--- src/logic/tbx_cfg.svh ---
`ifndef TBX_CFG_SVH
`define TBX_CFG_SVH
// termination hold time in ns and watchdog interval in us
`define TBX_TERM_TIME_NS 34000
`define TBX_GUARD_TIME_US 21000
`define TBX_CLK_PERIOD_NS 100
// cycle counts: termination is a least time (round up), guard is a limit (round down)
`define TBX_TERM_CYCLES ((`TBX_TERM_TIME_NS + `TBX_CLK_PERIOD_NS - 1) / `TBX_CLK_PERIOD_NS)
`define TBX_GUARD_CYCLES ((`TBX_GUARD_TIME_US * 1000) / `TBX_CLK_PERIOD_NS)
`define TBX_CNT_W 18
`define TBX_POL_INIT 1'b0
`define TBX_FIFO_DEPTH 16
`endif

--- src/logic/tbx_pkg.sv ---
// Purpose: shared types of the two-wire bus transceiver control
// Assumes: constants live in tbx_cfg.svh
// Notes: line drive state only
package tbx_pkg;
  typedef enum logic [1:0] {TBX_IDLE, TBX_DRIVE, TBX_HOLD} tbx_drv_t;
endpackage

--- src/logic/tbx_fifo.sv ---
// Purpose: small synchronous fifo for the transmit edge stream
// Assumes: one clock, synchronous active high reset
// Notes: read data come from a register; full and empty are exact
`include "tbx_cfg.svh"
module tbx_fifo
  import tbx_pkg::*;
#(
  parameter int WIDTH = 1,
  parameter int DEPTH = `TBX_FIFO_DEPTH
)
(
  input wire logic ref_clk, // clock
  input wire logic reset, // sync reset
  input wire logic in_valid, // write request
  output logic in_ready, // room available
  input wire logic [WIDTH-1:0] in_data, // write data
  output logic out_valid, // data available
  input wire logic out_ready, // consumer takes word
  output logic [WIDTH-1:0] out_data // read data
);
  localparam int AW = $clog2(DEPTH);
  typedef struct packed {
    logic [AW-1:0] wp;
    logic [AW-1:0] rp;
    logic [AW:0] cnt;
    logic ov;
    logic [WIDTH-1:0] od;
  } tbx_fifo_st_t;
  logic [WIDTH-1:0] mem_r [DEPTH];
  tbx_fifo_st_t st_r;
  tbx_fifo_st_t st_nxt;
  logic wr;
  logic rd;
  logic fill;
  // handshakes; output stage refills when empty or taken
  assign in_ready = (st_r.cnt != DEPTH[AW:0]);
  assign wr = in_valid && in_ready;
  assign fill = (!st_r.ov || out_ready) && (st_r.cnt != '0);
  assign rd = fill;
  assign out_valid = st_r.ov;
  assign out_data = st_r.od;
  // next state
  always_comb
  begin
    st_nxt = st_r;
    if (wr)
      st_nxt.wp = st_r.wp + 1'b1;
    if (rd)
    begin
      st_nxt.rp = st_r.rp + 1'b1;
      st_nxt.od = mem_r[st_r.rp];
    end
    if (st_r.ov && out_ready)
      st_nxt.ov = 1'b0;
    if (rd)
      st_nxt.ov = 1'b1;
    st_nxt.cnt = st_r.cnt + {{AW{1'b0}}, wr} - {{AW{1'b0}}, rd};
    if (reset)
      st_nxt = '0;
  end
  // registers
  always_ff @(posedge ref_clk)
  begin
    st_r <= st_nxt;
    if (wr)
      mem_r[st_r.wp] <= in_data;
  end
endmodule

--- src/logic/tbx_ctrl.sv ---
// Purpose: control logic of a two-wire power-and-data bus transceiver
// Assumes: 10 MHz ref_clk; pins and comparator outputs are asynchronous
// Notes: analog parts (slew, thresholds, filter) are outside this block
// Notes on behaviour
// - transmitter enabled only while disable input low
// - receiver always runs, ignoring transmitter state
// - each data fall drives opposite polarity pulse
// - each data rise releases both line pins
// - on release, close termination switch to pin a
// - switch opens on timeout, data low, disable high
// - watchdog active only while guard enable low
// - guard enable pulled weakly low inside
// - long low beyond limit releases both pins
// - every data transition restarts watchdog interval
// - receive output low on leading threshold crossing
// - receive output released on trailing threshold crossing
`include "tbx_cfg.svh"
module tbx_ctrl
  import tbx_pkg::*;
#(
  parameter int TERM_CYCLES = `TBX_TERM_CYCLES,
  parameter int GUARD_CYCLES = `TBX_GUARD_CYCLES
)
(
  input wire logic ref_clk, // 10 MHz clock
  input wire logic reset, // sync reset, active high
  input wire logic tx_disable, // transmit disable pin
  input wire logic ser_in, // serial data input pin
  input wire logic long_low_guard_enable_n, // watchdog enable pin, active low
  output logic guard_pull_oe, // weak pulldown on guard enable pin
  input wire logic leading_edge_threshold, // comparator: |diff| above leading level
  input wire logic trailing_edge_threshold, // comparator: |diff| above trailing level
  output logic rx_out_o, // receive output level (always 0)
  output logic rx_out_oe, // receive output open-drain enable
  input wire logic line_pin_a_i, // line pin a readback (unused logic level)
  output logic line_pin_a_o, // line pin a drive level
  output logic line_pin_a_oe, // line pin a drive enable
  input wire logic line_pin_b_i, // line pin b readback
  output logic line_pin_b_o, // line pin b drive level
  output logic line_pin_b_oe, // line pin b drive enable
  output logic term_switch, // termination switch closed
  output logic fifo_full // edge queue has room (high = not full)
);
  typedef struct packed {
    logic [1:0] dis_s;
    logic [1:0] din_s;
    logic [1:0] wd_s;
    logic [1:0] lead_s;
    logic [1:0] trail_s;
    logic din_d;
    logic pol;
    tbx_drv_t drv;
    logic guard_trip;
    logic [`TBX_CNT_W-1:0] term_cnt;
    logic [`TBX_CNT_W-1:0] wd_cnt;
    logic rx_low;
    logic a_o;
    logic b_o;
    logic drv_oe;
    logic term;
  } tbx_st_t;
  tbx_st_t st_r;
  tbx_st_t st_nxt;
  logic fall;
  logic rise;
  logic q_valid;
  logic q_ready;
  logic q_data;
  logic ev_valid;
  logic ev_fall;
  logic [`TBX_CNT_W-1:0] term_lim;
  logic [`TBX_CNT_W-1:0] guard_lim;
  assign term_lim = TERM_CYCLES[`TBX_CNT_W-1:0];
  assign guard_lim = GUARD_CYCLES[`TBX_CNT_W-1:0];
  // edges on the synchronised data input
  assign fall = st_r.din_d && !st_r.din_s[1];
  assign rise = !st_r.din_d && st_r.din_s[1];
  // edges queue up so that a burst is never lost; drain one per cycle
  assign q_valid = fall || rise;
  assign q_data = fall;
  assign q_ready = 1'b1;
  tbx_fifo #(.WIDTH(1), .DEPTH(`TBX_FIFO_DEPTH)) u_edges (
    .ref_clk(ref_clk),
    .reset(reset),
    .in_valid(q_valid),
    .in_ready(fifo_full),
    .in_data(q_data),
    .out_valid(ev_valid),
    .out_ready(q_ready),
    .out_data(ev_fall)
  );
  // next state
  always_comb
  begin
    st_nxt = st_r;
    // two-flop synchronisers for every asynchronous input
    st_nxt.dis_s = {st_r.dis_s[0], tx_disable};
    st_nxt.din_s = {st_r.din_s[0], ser_in};
    st_nxt.wd_s = {st_r.wd_s[0], long_low_guard_enable_n};
    st_nxt.lead_s = {st_r.lead_s[0], leading_edge_threshold};
    st_nxt.trail_s = {st_r.trail_s[0], trailing_edge_threshold};
    st_nxt.din_d = st_r.din_s[1];
    // watchdog counts while low and enabled, restarts on any edge
    if (fall || rise)
    begin
      st_nxt.wd_cnt = '0;
      st_nxt.guard_trip = 1'b0;
    end
    else if (!st_r.wd_s[1] && !st_r.din_s[1] && !st_r.guard_trip)
    begin
      if (st_r.wd_cnt >= guard_lim - 1'b1)
        st_nxt.guard_trip = 1'b1;
      else
        st_nxt.wd_cnt = st_r.wd_cnt + 1'b1;
    end
    else if (st_r.wd_s[1])
      st_nxt.wd_cnt = '0;
    // drive state follows the queued edges
    case (st_r.drv)
      TBX_IDLE:
      begin
        if (ev_valid && ev_fall)
        begin
          st_nxt.pol = !st_r.pol;
          st_nxt.drv = TBX_DRIVE;
        end
      end
      TBX_DRIVE:
      begin
        if (ev_valid && !ev_fall)
        begin
          st_nxt.drv = TBX_HOLD;
          st_nxt.term_cnt = '0;
        end
        else if (ev_valid && ev_fall)
          st_nxt.pol = !st_r.pol;
        else if (st_nxt.guard_trip)
        begin
          st_nxt.drv = TBX_HOLD;
          st_nxt.term_cnt = '0;
        end
      end
      TBX_HOLD:
      begin
        st_nxt.term_cnt = st_r.term_cnt + 1'b1;
        if (ev_valid && ev_fall)
        begin
          st_nxt.pol = !st_r.pol;
          st_nxt.drv = TBX_DRIVE;
        end
        else if (st_r.term_cnt >= term_lim - 1'b1 || st_r.dis_s[1])
          st_nxt.drv = TBX_IDLE;
      end
      default:
        st_nxt.drv = TBX_IDLE;
    endcase
    // registered pin drive; transmitter gated by disable input
    st_nxt.drv_oe = (st_nxt.drv == TBX_DRIVE) && !st_r.dis_s[1];
    st_nxt.a_o = st_nxt.pol;
    st_nxt.b_o = !st_nxt.pol;
    // switch only while driver released; host keeps disable low meanwhile
    st_nxt.term = (st_nxt.drv == TBX_HOLD) && !st_r.dis_s[1];
    // receiver runs regardless of transmitter; leading sets, trailing drop clears
    if (st_r.lead_s[1])
      st_nxt.rx_low = 1'b1;
    else if (!st_r.trail_s[1])
      st_nxt.rx_low = 1'b0;
    if (reset)
    begin
      st_nxt = '0;
      st_nxt.drv = TBX_IDLE;
      st_nxt.pol = `TBX_POL_INIT;
      // pins stay complementary even in reset, so the pair never shows equal levels
      st_nxt.a_o = `TBX_POL_INIT;
      st_nxt.b_o = !`TBX_POL_INIT;
      st_nxt.din_d = 1'b1;
      st_nxt.din_s = 2'b11;
      st_nxt.dis_s = 2'b11;
    end
  end
  // state register
  always_ff @(posedge ref_clk)
  begin
    st_r <= st_nxt;
  end
  // outputs straight from flip-flops, except rx_out_o and guard_pull_oe, tied to constants, and fifo_full, decoded from the queue count
  assign line_pin_a_o = st_r.a_o;
  assign line_pin_b_o = st_r.b_o;
  assign line_pin_a_oe = st_r.drv_oe;
  assign line_pin_b_oe = st_r.drv_oe;
  assign term_switch = st_r.term;
  assign rx_out_o = 1'b0;
  assign rx_out_oe = st_r.rx_low;
  assign guard_pull_oe = 1'b1;
endmodule

--- config.mk ---
export PLATFORM = sky130hd
export DESIGN_NAME = tbx_ctrl
export DESIGN_NICKNAME = d
export VERILOG_FILES = /design/src/logic/tbx_pkg.sv /design/src/logic/tbx_fifo.sv /design/src/logic/tbx_ctrl.sv
export VERILOG_INCLUDE_DIRS = /design/src /design/src/logic
export SDC_FILE = /design/constraint.sdc
export NUM_CORES = 1
export LEC_CHECK = 0
export ABC_CLOCK_PERIOD_IN_PS = 3600
export BUFFER_PORTS_ARGS = -buffer_cell sky130_fd_sc_hd__buf_2
export CAP_MARGIN = 20
export CORE_MARGIN = 2
export CORE_UTILIZATION = 50
export CTS_BUF_LIST = sky130_fd_sc_hd__clkbuf_4
export CTS_CLUSTER_SIZE = 10
export DETAILED_ROUTE_END_ITERATION = 7
export GPL_TIMING_DRIVEN = 0
export PLACE_DENSITY = 0.67
export SYNTH_ARGS = -nofsm -noshare
export SYNTH_HDL_FRONTEND = slang
export SYNTH_HIERARCHICAL = 1
export SYNTH_SLANG_ARGS = --single-unit
--- constraint.sdc ---
create_clock -name ref_clk -period 3.6 [get_ports ref_clk]
set_clock_uncertainty 0.1 [all_clocks]
set_input_delay 0.72 -clock ref_clk [delete_from_list [all_inputs] [get_ports ref_clk]]
set_output_delay 0.72 -clock ref_clk [all_outputs]
set_load 0.01 [all_outputs]
Yosys cells after proc, flatten, opt, wreduce, memory -nomap -nowiden
Memories as Yosys holds them, arrays and structs flattened. A register that Yosys moved wholly into a read port is not among the register bits.
Cells that the tools add are included.

word-level totals
  flip-flop bits (word level) = 69
  RAM bits = 16
  input port bits = 9
  output and inout port bits = 9
  word-level logic and storage cells = 88
  memories = 1

operators by class
  add/subtract/negate cells = 6
  order comparisons = 2
  eq/ne operators = 9
  muxes and demuxes = 25
  reductions and logical operators = 26

memory list
  memory         words  bits a word  rd ports  clocked after Yosys merged registers in  write ports  RTL line        text
  u_edges.mem_r  16     1            1         1                                        1            tbx_fifo.sv:29  logic [WIDTH-1:0] mem_r [DEPTH];

operators by type and width
  operator                                                count
  2-to-1 mux 18 bit                                       6
  adder 18 x 1 -> 18 bit (second input constant)          2
  one-hot mux 18 bit (2 select lines)                     1
  >= comparator 18 bit (second input constant)            1
  >= comparator 18 x 9 -> 1 bit (second input constant)   1
  2-to-1 mux 1 bit                                        10
  2-to-1 mux 2 bit                                        5
  logical AND 1 bit                                       9
  adder 4 x 1 -> 4 bit (second input constant)            2
  logical NOT 1 bit                                       8
  one-hot mux 2 bit (3 select lines)                      1
  adder 5 x 1 -> 5 bit                                    1
  inequality test 5 bit (second input constant)           1
  nonzero test 5 bit                                      1
  subtractor 5 x 1 -> 5 bit                               1
  equality test 2 x 1 -> 1 bit (second input constant)    2
  equality test 2 bit (second input constant)             2
  nonzero test 2 bit                                      2
  2-to-1 mux 3 bit                                        1
  inequality test 3 x 2 -> 1 bit (second input constant)  1
  inequality test 3 bit (second input constant)           1
  one-hot mux 1 bit (3 select lines)                      1
  AND reduction 3 bit                                     1
  logical NOT 2 bit                                       1
  5 further kinds                                         6

Longest topological paths before layout
  depth in word-level cells = 11
  mapped depth = 15
  gate-level depth less buffers = 14

Hierarchy
Netlist, hierarchy kept.

modules (own cells, without submodules)
  module    instances  cells an instance  area each (um2)  seq. area each (um2)
  tbx_ctrl  1          297                2658.8           1101.1
  tbx_fifo  1          142                1546.5           780.7

Least setup slack after synthesis
OpenSTA, ideal clock, no wires.

  path type = register to register
  from = reg u_edges/st_r[4] (netlist bit)
  to = reg u_edges/st_r[6] (netlist bit)
  setup time = 117 ps
  data arrival time = 2362 ps
  data required time = 3383 ps
  path slack = 1021 ps
  cell stages (with the launch flop) = 16
  buffers on the path = 1
  clock period less this slack = 2579 ps
  cells stage by stage = dfxtp_1 inv_1 ha_1 nand4bb_1 and2_1 buf_2 inv_2 ha_1 inv_1 ha_1 inv_1 fa_1 nor2b_1 o21bai_1 a21oi_1 nor3b_1

between the ends
  cells in the longest elaborated chain, start to end = 4
  elaborated cells between the ends (all ways) = 5
  those cells by class = add/sub: 2; eq/ne: 1; reduce/logical: 2

ends and longest elaborated chain
  what                       RTL line        text
  from (decl)                tbx_fifo.sv:30  tbx_fifo_st_t st_r;
  from (signal assigned)     tbx_fifo.sv:64  st_r <= st_nxt;
  inequality test 5 bit      tbx_fifo.sv:36  assign in_ready = (st_r.cnt != DEPTH[AW:0]);
  via fifo_full              tbx_ctrl.sv:42  output logic fifo_full
  logical AND 1 bit          tbx_fifo.sv:37  assign wr = in_valid && in_ready;
  adder 5 x 1 -> 5 bit       tbx_fifo.sv:57  st_nxt.cnt = st_r.cnt + {{AW{1'b0}}, wr} - {{AW{1'b0}}, rd};
  subtractor 5 x 1 -> 5 bit  tbx_fifo.sv:57

The timed path passes the listed nets, and every way through them passes these cells.
A chain may end at the register's enable or synchronous reset.

Worst setup path after layout
  from = reg u_edges/st_r[4] (netlist bit)
  to = reg u_edges/st_r[6] (netlist bit)

between the ends
  elaborated cells between the ends (all ways) = 5
  those cells by class = add/sub: 2; eq/ne: 1; reduce/logical: 2

RTL lines
  what                       RTL line        text
  nonzero test 5 bit         tbx_fifo.sv:38  assign fill = (!st_r.ov || out_ready) && (st_r.cnt != '0);
  via u_edges.fill           tbx_fifo.sv:34  logic fill;
  subtractor 5 x 1 -> 5 bit  tbx_fifo.sv:57

The timed path passes the listed nets, and every way through them passes these cells.

==> metrics.md <==
| Metric | Value |
|---|---|
| Slew margin rel. | 0.599 |
| P_leak | 1.65 nW |
| Final hold violation count | 0 |
| Routed length per placed instance | 13.1 um |
| Crit path kind | reg -> reg |
| Clock latency on the worst-skew pair | 430 ps |
| Worst-margin pin slew | 597 ps |
| Crit-path cells | inv_1 -> ha_1 -> nor4b_2 -> nor2_1 -> ha_1 -> inv_1 -> ha_1 -> inv_1 -> fa_1 -> nor2b_1 -> o21bai_1 -> nand3_1 -> nor3b_1 |
| CTS tree | yes |
| Sequential-to-total area share from yosys stat | 0.447 |
| Max Fanout on Critical Path | 5 |
| Routability cong. | 0.801 |
| Post-route ant nets | 0 |
| IO Count | 18 |
| Mean post-synth cell area | 9.58 um2 |
| Share of cells above drive strength 1 | 0.143 |
| Vias in the first global route | 2993 |
| Synth Warn # | 6 |
| Initial antenna violation count | 0 |
| Detailed placement HPWL | 5520 um |
| Yosys cell types | 64 |
| Post-DP Area | 4410 um2 |
| Root Driver | clkbuf_4 |
| # resized after CTS | 0 |
| Gate Count Post-Synth | 439 |
| Area growth syn-to-layout | 8.06% |
| Post-synth top area share | 0.333 |
| VDD IR max | 0.383 mV |
| CP endpoint kind | register |
| Ys flop type | dfxtp_1 |
| Postcts setup bufs | 0 |
| Hold Path Class | reg -> reg |
| Max-slew violations | 0 |
| Die width | 95.7 um |
| Die Ht | 95.7 um |
| Worst path slowest cell | nor2_1 |
| Nets@finish | 492 |
| H-Tree Depth | 3 |
| Crit path DAT | 3120 ps |
| Final Cycle Share | 0.796 |
| Grt ovf | 0 |
| Startpoint types | register |
| Final worst slack | 735 ps |
| Placement Setup Slack | 760 ps |
| Fin area | 4540 um2 |
| CORE AREA | 8180 um2 |
| Clock Path Buffers | 2 |
| PortBufs | 13 |
| Vias per cell | 5.35 |
| Remaining DRCs | 0 |
| Total GRT Usage | 0.183 |
| Vias | 3070 |
| Diode count | 0 |
| Worst path max stage delay | 400 ps |
| Post-synth EDFFs | 16 |
| Initial Util | 0.514 |
| Post-route setup TNS | 0 ps |
| Mapped cell area | 4210 um2 |
| Clock transition at the registers of the reported paths | 140 ps |
| # setup viols final | 0 |
| Delay-heaviest family, CP | adder cells |
| Fmax | 0.349 GHz |
| Die area | 9160 um2 |
| Cts hold-fix bufs | 0 |
| CP required | 3860 ps |
| Total routed wirelength | 7500 um |
| R2R Setup Slk | 740 ps |
| Clock Sinks | 86 |
| Ys async rst share | 0 |
| Drt initial violations | 85 |
| PD cells | 501 nW/um2 |
| FF+latch count, synth | 86 |
| CTS buffer count | 9 |
| Minimum clock period | 2860 ps |
| Outcome | complete, no violations |
| Largest net degree at the start of global routing | 17 |
| RSZ-0062 raised after global routing | false |
| Std cell rows | 33 |
| Max Cap Violations | 0 |
| First-pass GRT wire length | 13200 um |
| DR pass1 iterations | 4 |
| Synth top area cells | dfxtp_1 33%, edfxtp_1 11%, ha_1 5.4% |
| Largest area contributor in the netlist | dfxtp_1 |
| WP buf/inv | 3 |
==> path summary, 6_finish.rpt <==
path / startpoint / to / cells after the start
setup / recovery: u_edges/st_r[4] / u_edges/st_r[6] / 13
hold / removal: st_r[52] / st_r[53] / 1
setup reg to reg: u_edges/st_r[4] / u_edges/st_r[6] / 13
hold reg to reg: st_r[52] / st_r[53] / 1
==> layer usage <==
metal  wire length [um]  GRT usage  part of all wire
met1               3640      0.226              0.49
met2               3560      0.310              0.47
met3                215     0.0572             0.029
met4                 88     0.0476             0.012
met5                  0          0                 0
==> synth_stat cells (all sizes together), types with 12 or more instances <==
library cell and n:
a21oi 15, buf 12, dfxtp 70, edfxtp 16, ha 18, inv 18
nand2 28, nand3 19, nor2 63, nor2b 12, nor3 16, xnor2 23
xor2 13
==> state kept, by name, indices dropped and copies added (netlist names) <==
signal and cells:
line_pin_b_o 1, u_edges/st_r 13, term_switch 1, u_edges/out_valid 1, u_edges/out_data 1, line_pin_a_oe 1
st_r 50, line_pin_a_o 1, u_edges/mem_r 16, rx_out_oe 1
==> logic make-up after synthesis <==
kind of cell,synth area share
simple gates,0.250
mux,0.0226
buf+inv,0.0455
compound gates,0.0994
other cells,0.00179
xor+xnor,0.0750
flops,0.447
fa+ha+maj,0.0583
==> cell type report <==
class,count,area (um2)
Clock inverter,6,63.8
Timing Repair Buffer,13,65.1
Clock buffer,10,75.1
Inverter,18,67.6
Tap cell,105,131
Buffer,20,124
Multi-Input combinational cell,316,2140
Sequential cell,86,1880
Fill cell,741,3630
==> where the power goes <==
part	switching, W	internal (W)
sequential	0.0000530	0.00105
combinational	0.000342	0.000288
clock	0.000325	0.000219
total	0.000720	0.00156
==> worst register-to-register path, delay by kind of cell, from the launching register on <==
family	cells	cell delay, ps
fa+ha+maj	4	1060
compound gates	1	100
flops	1	360
buf+inv	3	160
simple gates	5	1000
==> per-stage QoR <==
stage / cells / hold WS, ps / power, W / utilization
2_1_floorplan: 440 / 289 / 0.00162 / -
3_3_place_gp: 558 / 294 / 0.00174 / 0.539
3_5_place_dp: 558 / 293 / 0.00176 / 0.539
4_1_cts: 574 / 325 / 0.00231 / 0.556
5_1_grt: 574 / 322 / 0.00245 / 0.556
6_report: 574 / 324 / 0.00228 / 0.556
==> placed cells by master, fill, tap and decap left out, drive strengths merged, types with 5 or more instances in the layout <==
cell    instances
o211ai          5
nor3           16
edfxtp         16
nor2           63
nand3          19
nor4b          10
o21ai          10
a21oi          15
clkbuf         18
mux2i           5
and3            9
nor4            6
ha             18
nand2          28
xnor2          23
inv            19
nor3b           5
nor2b          12
xor2           13
buf            25
or2             8
dfxtp          70
Note: power is estimated with default switching activity, not from simulation.
